--- config.mk ---
export PLATFORM = sky130hd
export DESIGN_NAME = cimr_core
export DESIGN_NICKNAME = d
export VERILOG_FILES = /design/src/rtl/cimr_pkg.sv /design/src/rtl/cimr_ptr_unit.sv /design/src/rtl/cimr_core.sv
export SDC_FILE = /design/constraint.sdc
export NUM_CORES = 1
export LEC_CHECK = 0
export BUFFER_PORTS_ARGS = -buffer_cell sky130_fd_sc_hd__buf_2
export CORE_MARGIN = 2
export CORE_UTILIZATION = 30
export DETAILED_ROUTE_END_ITERATION = 10
export GPL_ROUTABILITY_DRIVEN = 0
export HOLD_SLACK_MARGIN = 0.06
export RECOVER_POWER = 25
export REMOVE_ABC_BUFFERS = 1
export SLEW_MARGIN = 0
export SYNTH_ARGS = -nofsm -noshare
export SYNTH_HDL_FRONTEND = slang
export SYNTH_HIERARCHICAL = 1
export SYNTH_SLANG_ARGS = --single-unit
--- constraint.sdc ---
create_clock -name core_clk -period 3.8 [get_ports core_clk]
set_input_delay 0.38 -clock core_clk [delete_from_list [all_inputs] [get_ports core_clk]]
set_output_delay 0.38 -clock core_clk [all_outputs]
set_load 0.005 [all_outputs]
--- src/rtl/cimr_pkg.sv ---
// cimr_pkg: shared constants for the indirect-move and return execution block
// assumes: 14-bit instruction words, 15-bit program counter, 16-bit pointers
package cimr_pkg;
   // ==========================================================
   // widths
   localparam int CIMR_PC_W = 15;
   localparam int CIMR_PTR_W = 16;
   localparam int CIMR_IW = 14;
   // ==========================================================
   // opcodes
   localparam logic [13:0] CIMR_OP_NOP = 14'h0000;
   localparam logic [13:0] CIMR_OP_RETURN = 14'h0008;
   localparam logic [13:0] CIMR_OP_RETURN_FROM_INTERRUPT_OP = 14'h0009;
   localparam logic [13:0] CIMR_OP_OPTION = 14'h0062;
   localparam logic [13:0] CIMR_OP_RESET = 14'h0001;
   // indirect moves: 00 0000 0001 0 n mm (read) / 1 n mm (write)
   localparam logic [8:0] CIMR_OP_MOVI_HI = 9'h000;
   localparam int CIMR_DIR_BIT = 3;
   localparam int CIMR_SEL_BIT = 2;
   // ==========================================================
   // pointer update modes
   localparam logic [1:0] CIMR_MM_PREINC = 2'h0;
   localparam logic [1:0] CIMR_MM_PREDEC = 2'h1;
   localparam logic [1:0] CIMR_MM_POSTINC = 2'h2;
   localparam logic [1:0] CIMR_MM_POSTDEC = 2'h3;
   // ==========================================================
   // reset values and register bits
   localparam logic [7:0] CIMR_OPTION_RST = 8'hFF;
   localparam logic [15:0] CIMR_PTR_RST = 16'h0000;
   localparam logic [14:0] CIMR_PC_RST = 15'h0000;
   localparam int CIMR_GIE_BIT = 7;
   // reset-instruction pulse length in cycles
   localparam logic [1:0] CIMR_SWRST_CYC = 2'h2;
   typedef enum logic [1:0] {
      CIMR_S_RUN = 2'b00,
      CIMR_S_BUBBLE = 2'b01,
      CIMR_S_RESET = 2'b10
   } cimr_state_t;
endpackage

--- src/rtl/cimr_ptr_unit.sv ---
// cimr_ptr_unit: effective address and updated pointer for an indirect move
// assumes: purely combinational, driven by the decoder
`timescale 1ns/1ns
module cimr_ptr_unit
   import cimr_pkg::*;
(
   input wire logic [CIMR_PTR_W-1:0] ptr,
   input wire logic [1:0] pointer_update_mode,
   output logic [CIMR_PTR_W-1:0] eff_addr,
   output logic [CIMR_PTR_W-1:0] ptr_new
);
   logic [CIMR_PTR_W-1:0] inc;
   logic [CIMR_PTR_W-1:0] dec;
   // ==========================================================
   // arithmetic: modulo 2^16 by truncation
   always_comb begin
      inc = ptr + 16'h0001; // RL3
      dec = ptr - 16'h0001; // RL3
      case (pointer_update_mode) // RL1
         CIMR_MM_PREINC: begin
            eff_addr = inc;
            ptr_new = inc;
         end
         CIMR_MM_PREDEC: begin
            eff_addr = dec;
            ptr_new = dec;
         end
         CIMR_MM_POSTINC: begin
            eff_addr = ptr;
            ptr_new = inc;
         end
         default: begin
            eff_addr = ptr;
            ptr_new = dec;
         end
      endcase
   end
endmodule // cimr_ptr_unit

--- src/rtl/cimr_core.sv ---
// cimr_core: executes indirect moves, nop, option, reset, return_from_interrupt_op and return
// assumes: instruction arrives one per cycle from fetch; data memory answers reads combinationally
//
// What this block does
// RL1 - indirect moves pre/post increment or decrement the pointer by mode field
// RL2 - indirect port is not a register; access goes to pointer's address
// RL3 - sixteen-bit pointer wraps modulo 65536 in both directions
// RL4 - pointer update by indirect moves leaves status flags untouched
// RL5 - option instruction copies working register to option register, no flags
// RL6 - reset instruction resets the device and clears reset-instruction flag
// RL7 - interrupt return pops stack into pc, sets enable bit 7, two cycles
// RL8 - subroutine return pops stack into pc, two cycles, no flags
// RL9 - no-op only advances the program counter, one cycle
// RL10 - two-cycle returns flush the prefetched instruction as a bubble
`timescale 1ns/1ns
module cimr_core
   import cimr_pkg::*;
(
   input wire logic core_clk,
   input wire logic arst_n,
   input wire logic instr_valid,
   input wire logic [CIMR_IW-1:0] instr,
   input wire logic [7:0] w_reg,
   input wire logic [CIMR_PC_W-1:0] top_of_stack_entry,
   input wire logic [7:0] mem_rdata,
   input wire logic reset_instruction_set,
   output logic [CIMR_PC_W-1:0] pc,
   output logic stack_pop,
   output logic flush,
   output logic [CIMR_PTR_W-1:0] file_select_pointer0,
   output logic [CIMR_PTR_W-1:0] file_select_pointer1,
   output logic [CIMR_PTR_W-1:0] mem_addr,
   output logic mem_we,
   output logic [7:0] mem_wdata,
   output logic w_we,
   output logic [7:0] w_wdata,
   output logic [7:0] option_reg,
   output logic global_interrupt_enable,
   output logic reset_instruction_flag,
   output logic soft_reset_out,
   output logic status_we
);
   import cimr_pkg::*;
   // ==========================================================
   // reset synchroniser
   logic rst_s1_r;
   logic rst_s2_r;
   always_ff @(posedge core_clk or negedge arst_n) begin
      if (!arst_n) begin
         rst_s1_r <= 1'b0;
         rst_s2_r <= 1'b0;
      end else begin
         rst_s1_r <= 1'b1;
         rst_s2_r <= rst_s1_r;
      end
   end
   wire logic rst_n = rst_s2_r;
   // ==========================================================
   // decode
   function automatic logic is_movi(input logic [CIMR_IW-1:0] op);
      is_movi = (op[13:5] == CIMR_OP_MOVI_HI) && (op[4] == 1'b1);
   endfunction
   logic sel;
   logic [CIMR_PTR_W-1:0] cur_ptr;
   logic [CIMR_PTR_W-1:0] eff;
   logic [CIMR_PTR_W-1:0] upd;
   assign sel = instr[CIMR_SEL_BIT];
   assign cur_ptr = sel ? file_select_pointer1 : file_select_pointer0;
   cimr_ptr_unit u_ptr (
      .ptr(cur_ptr),
      .pointer_update_mode(instr[1:0]),
      .eff_addr(eff),
      .ptr_new(upd)
   );
   // ==========================================================
   // state
   cimr_state_t st_r, st_nxt;
   logic [1:0] rcnt_r, rcnt_nxt;
   logic [CIMR_PC_W-1:0] pc_r, pc_nxt;
   logic [CIMR_PTR_W-1:0] fsp0_r, fsp0_nxt, fsp1_r, fsp1_nxt, maddr_r, maddr_nxt;
   logic mwe_r, mwe_nxt, wwe_r, wwe_nxt, pop_r, pop_nxt, flush_r, flush_nxt;
   logic [7:0] mwd_r, mwd_nxt, wwd_r, wwd_nxt, opt_r, opt_nxt;
   logic gie_r, gie_nxt, rif_r, rif_nxt, srst_r, srst_nxt;
   // ==========================================================
   // next state
   always_comb begin
      st_nxt = st_r;
      rcnt_nxt = rcnt_r;
      pc_nxt = pc_r;
      fsp0_nxt = fsp0_r;
      fsp1_nxt = fsp1_r;
      maddr_nxt = maddr_r;
      mwe_nxt = 1'b0;
      mwd_nxt = mwd_r;
      wwe_nxt = 1'b0;
      wwd_nxt = wwd_r;
      pop_nxt = 1'b0;
      flush_nxt = 1'b0;
      opt_nxt = opt_r;
      gie_nxt = gie_r;
      rif_nxt = rif_r | reset_instruction_set;
      srst_nxt = 1'b0;
      case (st_r)
         CIMR_S_RUN: begin
            if (instr_valid) begin
               pc_nxt = pc_r + 15'h0001; // RL9
               if (is_movi(instr)) begin
                  // address goes straight to memory, no indirect register exists
                  maddr_nxt = eff; // RL2
                  if (instr[CIMR_DIR_BIT]) begin
                     mwe_nxt = 1'b1;
                     mwd_nxt = w_reg;
                  end else begin
                     wwe_nxt = 1'b1;
                     wwd_nxt = mem_rdata;
                  end
                  if (sel) begin
                     fsp1_nxt = upd; // RL1
                  end else begin
                     fsp0_nxt = upd; // RL1
                  end
               end else if (instr == CIMR_OP_OPTION) begin
                  opt_nxt = w_reg; // RL5
               end else if (instr == CIMR_OP_RESET) begin
                  rif_nxt = 1'b0; // RL6
                  srst_nxt = 1'b1; // RL6
                  rcnt_nxt = CIMR_SWRST_CYC;
                  st_nxt = CIMR_S_RESET;
               end else if (instr == CIMR_OP_RETURN || instr == CIMR_OP_RETURN_FROM_INTERRUPT_OP) begin
                  pc_nxt = top_of_stack_entry; // RL8
                  pop_nxt = 1'b1; // RL8
                  flush_nxt = 1'b1; // RL10
                  st_nxt = CIMR_S_BUBBLE; // RL10
                  if (instr == CIMR_OP_RETURN_FROM_INTERRUPT_OP) begin
                     gie_nxt = 1'b1; // RL7
                  end
               end
            end
         end
         CIMR_S_BUBBLE: begin
            // prefetched word is dropped; pc already holds return address
            st_nxt = CIMR_S_RUN; // RL10
         end
         CIMR_S_RESET: begin
            // hold the device reset a couple of cycles so every block sees it
            srst_nxt = 1'b1; // RL6
            rcnt_nxt = rcnt_r - 2'h1;
            pc_nxt = CIMR_PC_RST;
            fsp0_nxt = CIMR_PTR_RST;
            fsp1_nxt = CIMR_PTR_RST;
            opt_nxt = CIMR_OPTION_RST;
            gie_nxt = 1'b0;
            if (rcnt_r == 2'h1) begin
               srst_nxt = 1'b0;
               st_nxt = CIMR_S_RUN;
            end
         end
         default: begin
            st_nxt = CIMR_S_RUN;
         end
      endcase
   end
   // ==========================================================
   // registers; flag survives the soft reset so cause stays readable
   always_ff @(posedge core_clk or negedge rst_n) begin
      if (!rst_n) begin
         st_r <= CIMR_S_RUN;
         rcnt_r <= 2'h0;
         pc_r <= CIMR_PC_RST;
         fsp0_r <= CIMR_PTR_RST;
         fsp1_r <= CIMR_PTR_RST;
         maddr_r <= CIMR_PTR_RST;
         mwe_r <= 1'b0;
         mwd_r <= 8'h00;
         wwe_r <= 1'b0;
         wwd_r <= 8'h00;
         pop_r <= 1'b0;
         flush_r <= 1'b0;
         opt_r <= CIMR_OPTION_RST;
         gie_r <= 1'b0;
         rif_r <= 1'b1;
         srst_r <= 1'b0;
      end else begin
         st_r <= st_nxt;
         rcnt_r <= rcnt_nxt;
         pc_r <= pc_nxt;
         fsp0_r <= fsp0_nxt;
         fsp1_r <= fsp1_nxt;
         maddr_r <= maddr_nxt;
         mwe_r <= mwe_nxt;
         mwd_r <= mwd_nxt;
         wwe_r <= wwe_nxt;
         wwd_r <= wwd_nxt;
         pop_r <= pop_nxt;
         flush_r <= flush_nxt;
         opt_r <= opt_nxt;
         gie_r <= gie_nxt;
         rif_r <= rif_nxt;
         srst_r <= srst_nxt;
      end
   end
   // ==========================================================
   // outputs
   assign pc = pc_r;
   assign stack_pop = pop_r;
   assign flush = flush_r;
   assign file_select_pointer0 = fsp0_r;
   assign file_select_pointer1 = fsp1_r;
   assign mem_addr = maddr_r;
   assign mem_we = mwe_r;
   assign mem_wdata = mwd_r;
   assign w_we = wwe_r;
   assign w_wdata = wwd_r;
   assign option_reg = opt_r;
   assign global_interrupt_enable = gie_r;
   assign reset_instruction_flag = rif_r;
   assign soft_reset_out = srst_r;
   // no instruction in this group writes status
   assign status_we = 1'b0; // RL4
endmodule // cimr_core

==> metrics list <==
- Core occupancy in the finished layout: 36.76%
- The area growth from synthesis to layout is 20.09%.
- Post-synth ARST share: 100.0%
- Transition time at the pin with the least slew margin: 2158 ps
- Broken down by cell family, the worst path's largest delay share belongs to simple AND/OR/NAND/NOR gates.
- In this run the critical register-to-register path is launched from st_r[0].
- Clock tree synthesis found a total of 99 sinks.
* Logic depth of the worst path, buffers included: 8
* Max-slew violations: 52
* Core Box Area: 0.01802 sq mm
* Postcts setup bufs: 0
- DIE WIDTH: 139.6 um
- The Yosys step of the flow raised 6 warnings.
- Final critical-path setup slack: 1313 ps
- Walking the worst path, the cells encountered are buf_2 > mux2_2 > nor4_4 > nand3_2 > o22ai_1 > xor2_1 > nand2_2 > a21oi_2.
- Via count normalized by instance count: 4.983
* Number of flops mapped to enable cells by yosys: 0
- Dividing total power by cell area gives a power density of 337.5 mW/mm^2.
- Internal Power: 1.678 mW
- The number of cells on the worst reg-to-reg path is 6.
- STA classifies the critical path startpoint as a primary input.
* GRT Overall Usage: 15.16%
- Number of buffers on the longest clock path: 2
- For this run, the number of standard cells in the final layout without fillers is 870.
* I/O pin total: 144
- WP data required: 4080 ps
- In the finished design, the share of the clock period the worst path needs comes to 65.45%.
- The floorplan has 49 rows.
- After detailed routing, the average wire length per cell comes to 16.73 um.
- CTS tree: yes
* Number of cells traversed by the worst hold path: 2
- Flip-flop cell with the highest count after synthesis: dfrtp_1
- Once detailed placement completed, the half-perimeter wirelength came to 10440 um.
- Final hold analysis gives a worst-case slack of 244.5 ps.
- Min-delay src: top_of_stack_entry[9]
- Wire length after detailed routing: 14560 um
* Detailed-route via count: 4335
* Area fraction in compound gates after synthesis: 9.184%
- H-tree depth: 3
* Switching Fraction: 25.00%
- Final-stage net count: 689
- Initial standard-cell utilization of the core: 30.61%
- In the final layout, the multi-input gates occupy 0.002769 sq mm.
* Minimum setup slack after placement: 992.2 ps
- Clock latency on the worst-skew pair, taken at its later pin, is 350 ps.
- In this run the tightest slew margin relative to its limit is -43.85%.
- Measured along the y axis, the die boundary spans 139.6 um.
- Post-route setup TNS: 0 ps
- Total setup violations reported at the end of the flow: 0
- After synthesis, the share of cell area in mux cells is 15.37%.
- Proportion of power drawn by the clock network: 41.6%
* Netlist Area Pre-Place: 0.005518 sq mm
- Synthesis handed over a netlist of 510 instances.
- The checks that failed: capacitance limit, slew limit.
- For this design the total switching power over the nets is 559.1 uW.
- The slowest stage of the critical path is the nor4_4 cell.
* Type of the worst min-delay path: primary input to flip-flop
- Pre-Repair DR Iteration Count: 4
- Sequential group share of total power: 49.7%
* Distinct cells, synth: 69
- For this block, the initial DRC count from the detailed router was 256.
- The most critical setup path has its startpoint at instr[2].
- Category of the critical setup timing path: primary input to flip-flop
- Clk_skew: 9.597 ps
* Clock transition at the registers of the reported paths: 70 ps
- Fraction of the yosys area taken by sequential cells: 45.10%
- IR analysis of the VDD net gives a maximum drop of 0.0001948 V.
- Summing the areas of all xor and xnor instances in the mapped netlist gives 4.603% of the synthesized area.
* Post-detailed-route DRC marker count: 0
* Die Outline Area: 0.01949 sq mm
- The number of clock buffers added by TritonCTS is 9.
- Final hold violation count: 0
- Input and output buffers added on the ports amount to 142.
* Global-route wire length before repair: 23510 um
- Derived from the worst setup path, the maximum achievable clock frequency is 402.1 MHz.
* Avg Inst Size Synth: 10.82 sq um
* Stage delay of the slowest cell on the critical path: 590 ps
* Worst path arrival time: 2770 ps
- The flow ran to the end, but the final reports show violations.
* Vias in the first global route: 4296
* Post-route design area: 0.006626 sq mm
- Total overflow reported by the global router: 0
- Post-place instance area: 0.006326 sq mm
- Cells with a size suffix above 1 make up 40.25% of the layout.
* Maximum number of pins on one net before global-route repair: 52
- Total power: 2.237 mW
- Adder and majority cell fraction of the synthesized area: 0.9070%
- 0 antenna diodes ended up in the layout.
- The number of antenna violations at the first check in global routing is 0.
* Clock Root Buffer: clkbuf_16
- Leak Pwr: 3.488 nW
- Setup repair after global routing left no endpoint under its margin.
- Across the run, the number of max-cap violations was 1.
- Buffering stage count on the worst path with inverters included: 1
* Storage element area: 0.002489 sq mm
- Area share of and/or/nand/nor cells after synthesis: 19.93%
- After detailed placement, the design holds a cell count of 853.
* Final critical path time including I/O delays and setup: 2487 ps
- Layout fillers: 1845
- In this run, synthesis produced a sequential element count of 99.
* Max Fanout on Critical Path: 21
- Internal reg-to-reg setup slack: 1380 ps
- The count of nets left with antenna violations once routing finished came out at 0.
- Crit end category: flip-flop
- Combinational family with the most area after synthesis: simple AND/OR/NAND/NOR gates
* Combinational power share: 8.7%
cell usage after synthesis (all sizes together), types with 5 or more instances:
cell | instances | area [sq um]
o21ai | 12 | 60.06
and3 | 9 | 57.56
clkbuf | 8 | 31.28
nand3 | 17 | 102.6
mux2i | 27 | 270.3
mux2 | 48 | 578.1
dfstp | 9 | 236.5
nand2 | 71 | 294.0
a21oi | 31 | 192.7
dfrtp | 90 | 2252
nand4 | 17 | 148.9
nor3 | 5 | 25.02
inv | 8 | 30.03
o311ai | 9 | 86.34
xor2 | 20 | 175.2
nor2 | 33 | 140.1
buf | 25 | 201.4
xnor2 | 9 | 78.83
layout by cell type (no fill, tap or decap), drive strengths merged, types with 3 or more instances in the layout:
master and n:
clkbuf 20, and3 9, nor2 33, ha 4, mux2 48, nand3 17, xor2 20, or3 3
nor4 4, nand2 71, a221o 4, nand4 17, o21ai 12, or2 4, and4 4, dfstp 9
o311ai 9, a31oi 4, dfrtp 90, inv 8, nor3 5, a21oi 31, buf 141, xnor2 9
nor2b 4, mux2i 27
per-layer routing:
| metal | GRT usage, % | share of wire (%) | vias up |
|---|---|---|---|
| li1 | - | - | 2060 |
| met1 | 21.13 | 48 | 2124 |
| met2 | 23.79 | 45 | 139 |
| met3 | 3.166 | 5.6 | 12 |
| met4 | 4.632 | 1.2 | 0 |
| met5 | 0 | 0 | - |
timing repair:
action                                 CTS  global route
endpoints found under the hold margin    2             0
resized for setup                        0             0
hold buffers                             1             0
worst reg2reg max path: stages (launching register included):
cell     delay, ps
dfrtp_1        420
nor2b_1        130
buf_4          180
and2b_1        470
nand3_4        410
nor2_8         330
mux2_2         360
power groups by stage:
stage | Sequential (mW) | Clock [mW] | Combinational [mW]
floorplan | 1.13 | 0 | 0.0959
global route | 1.12 | 1.01 | 0.220
CTS | 1.11 | 0.972 | 0.197
detailed placement | 1.13 | 0 | 0.195
finish | 1.11 | 0.931 | 0.194
global placement | 1.13 | 0 | 0.193
cell families (layout without fill, tap and decap cells):
| group | Yosys count | count (layout) |
|---|---|---|
| simple gates | 187 | 187 |
| flops | 99 | 99 |
| mux | 75 | 75 |
| compound gates | 73 | 73 |
| buf+inv | 41 | 172 |
| xor+xnor | 29 | 29 |
| fa+ha+maj | 4 | 4 |
| other cells | 2 | 2 |
final timing paths:
| kind | to |
|---|---|
| worst min-delay path | pc[9] |
| min in group asynchronous | rst_s1_r |
| worst max-delay path | file_select_pointer0[15] |
| worst min register to register | rst_n |
| worst max register to register | w_wdata[7] |
| max in group asynchronous | file_select_pointer1[2] |
cell type report:
| type | count | area share, % |
|---|---|---|
| multi-input cells | 370 | 41.79 |
| clock inverters | 2 | 0.2644 |
| well taps | 229 | 4.324 |
| clock buffers | 14 | 4.286 |
| repair buffers | 148 | 11.33 |
| inverters | 8 | 0.4532 |
| flip-flops and latches | 99 | 37.56 |
Note: power is estimated with default switching activity, not from simulation.
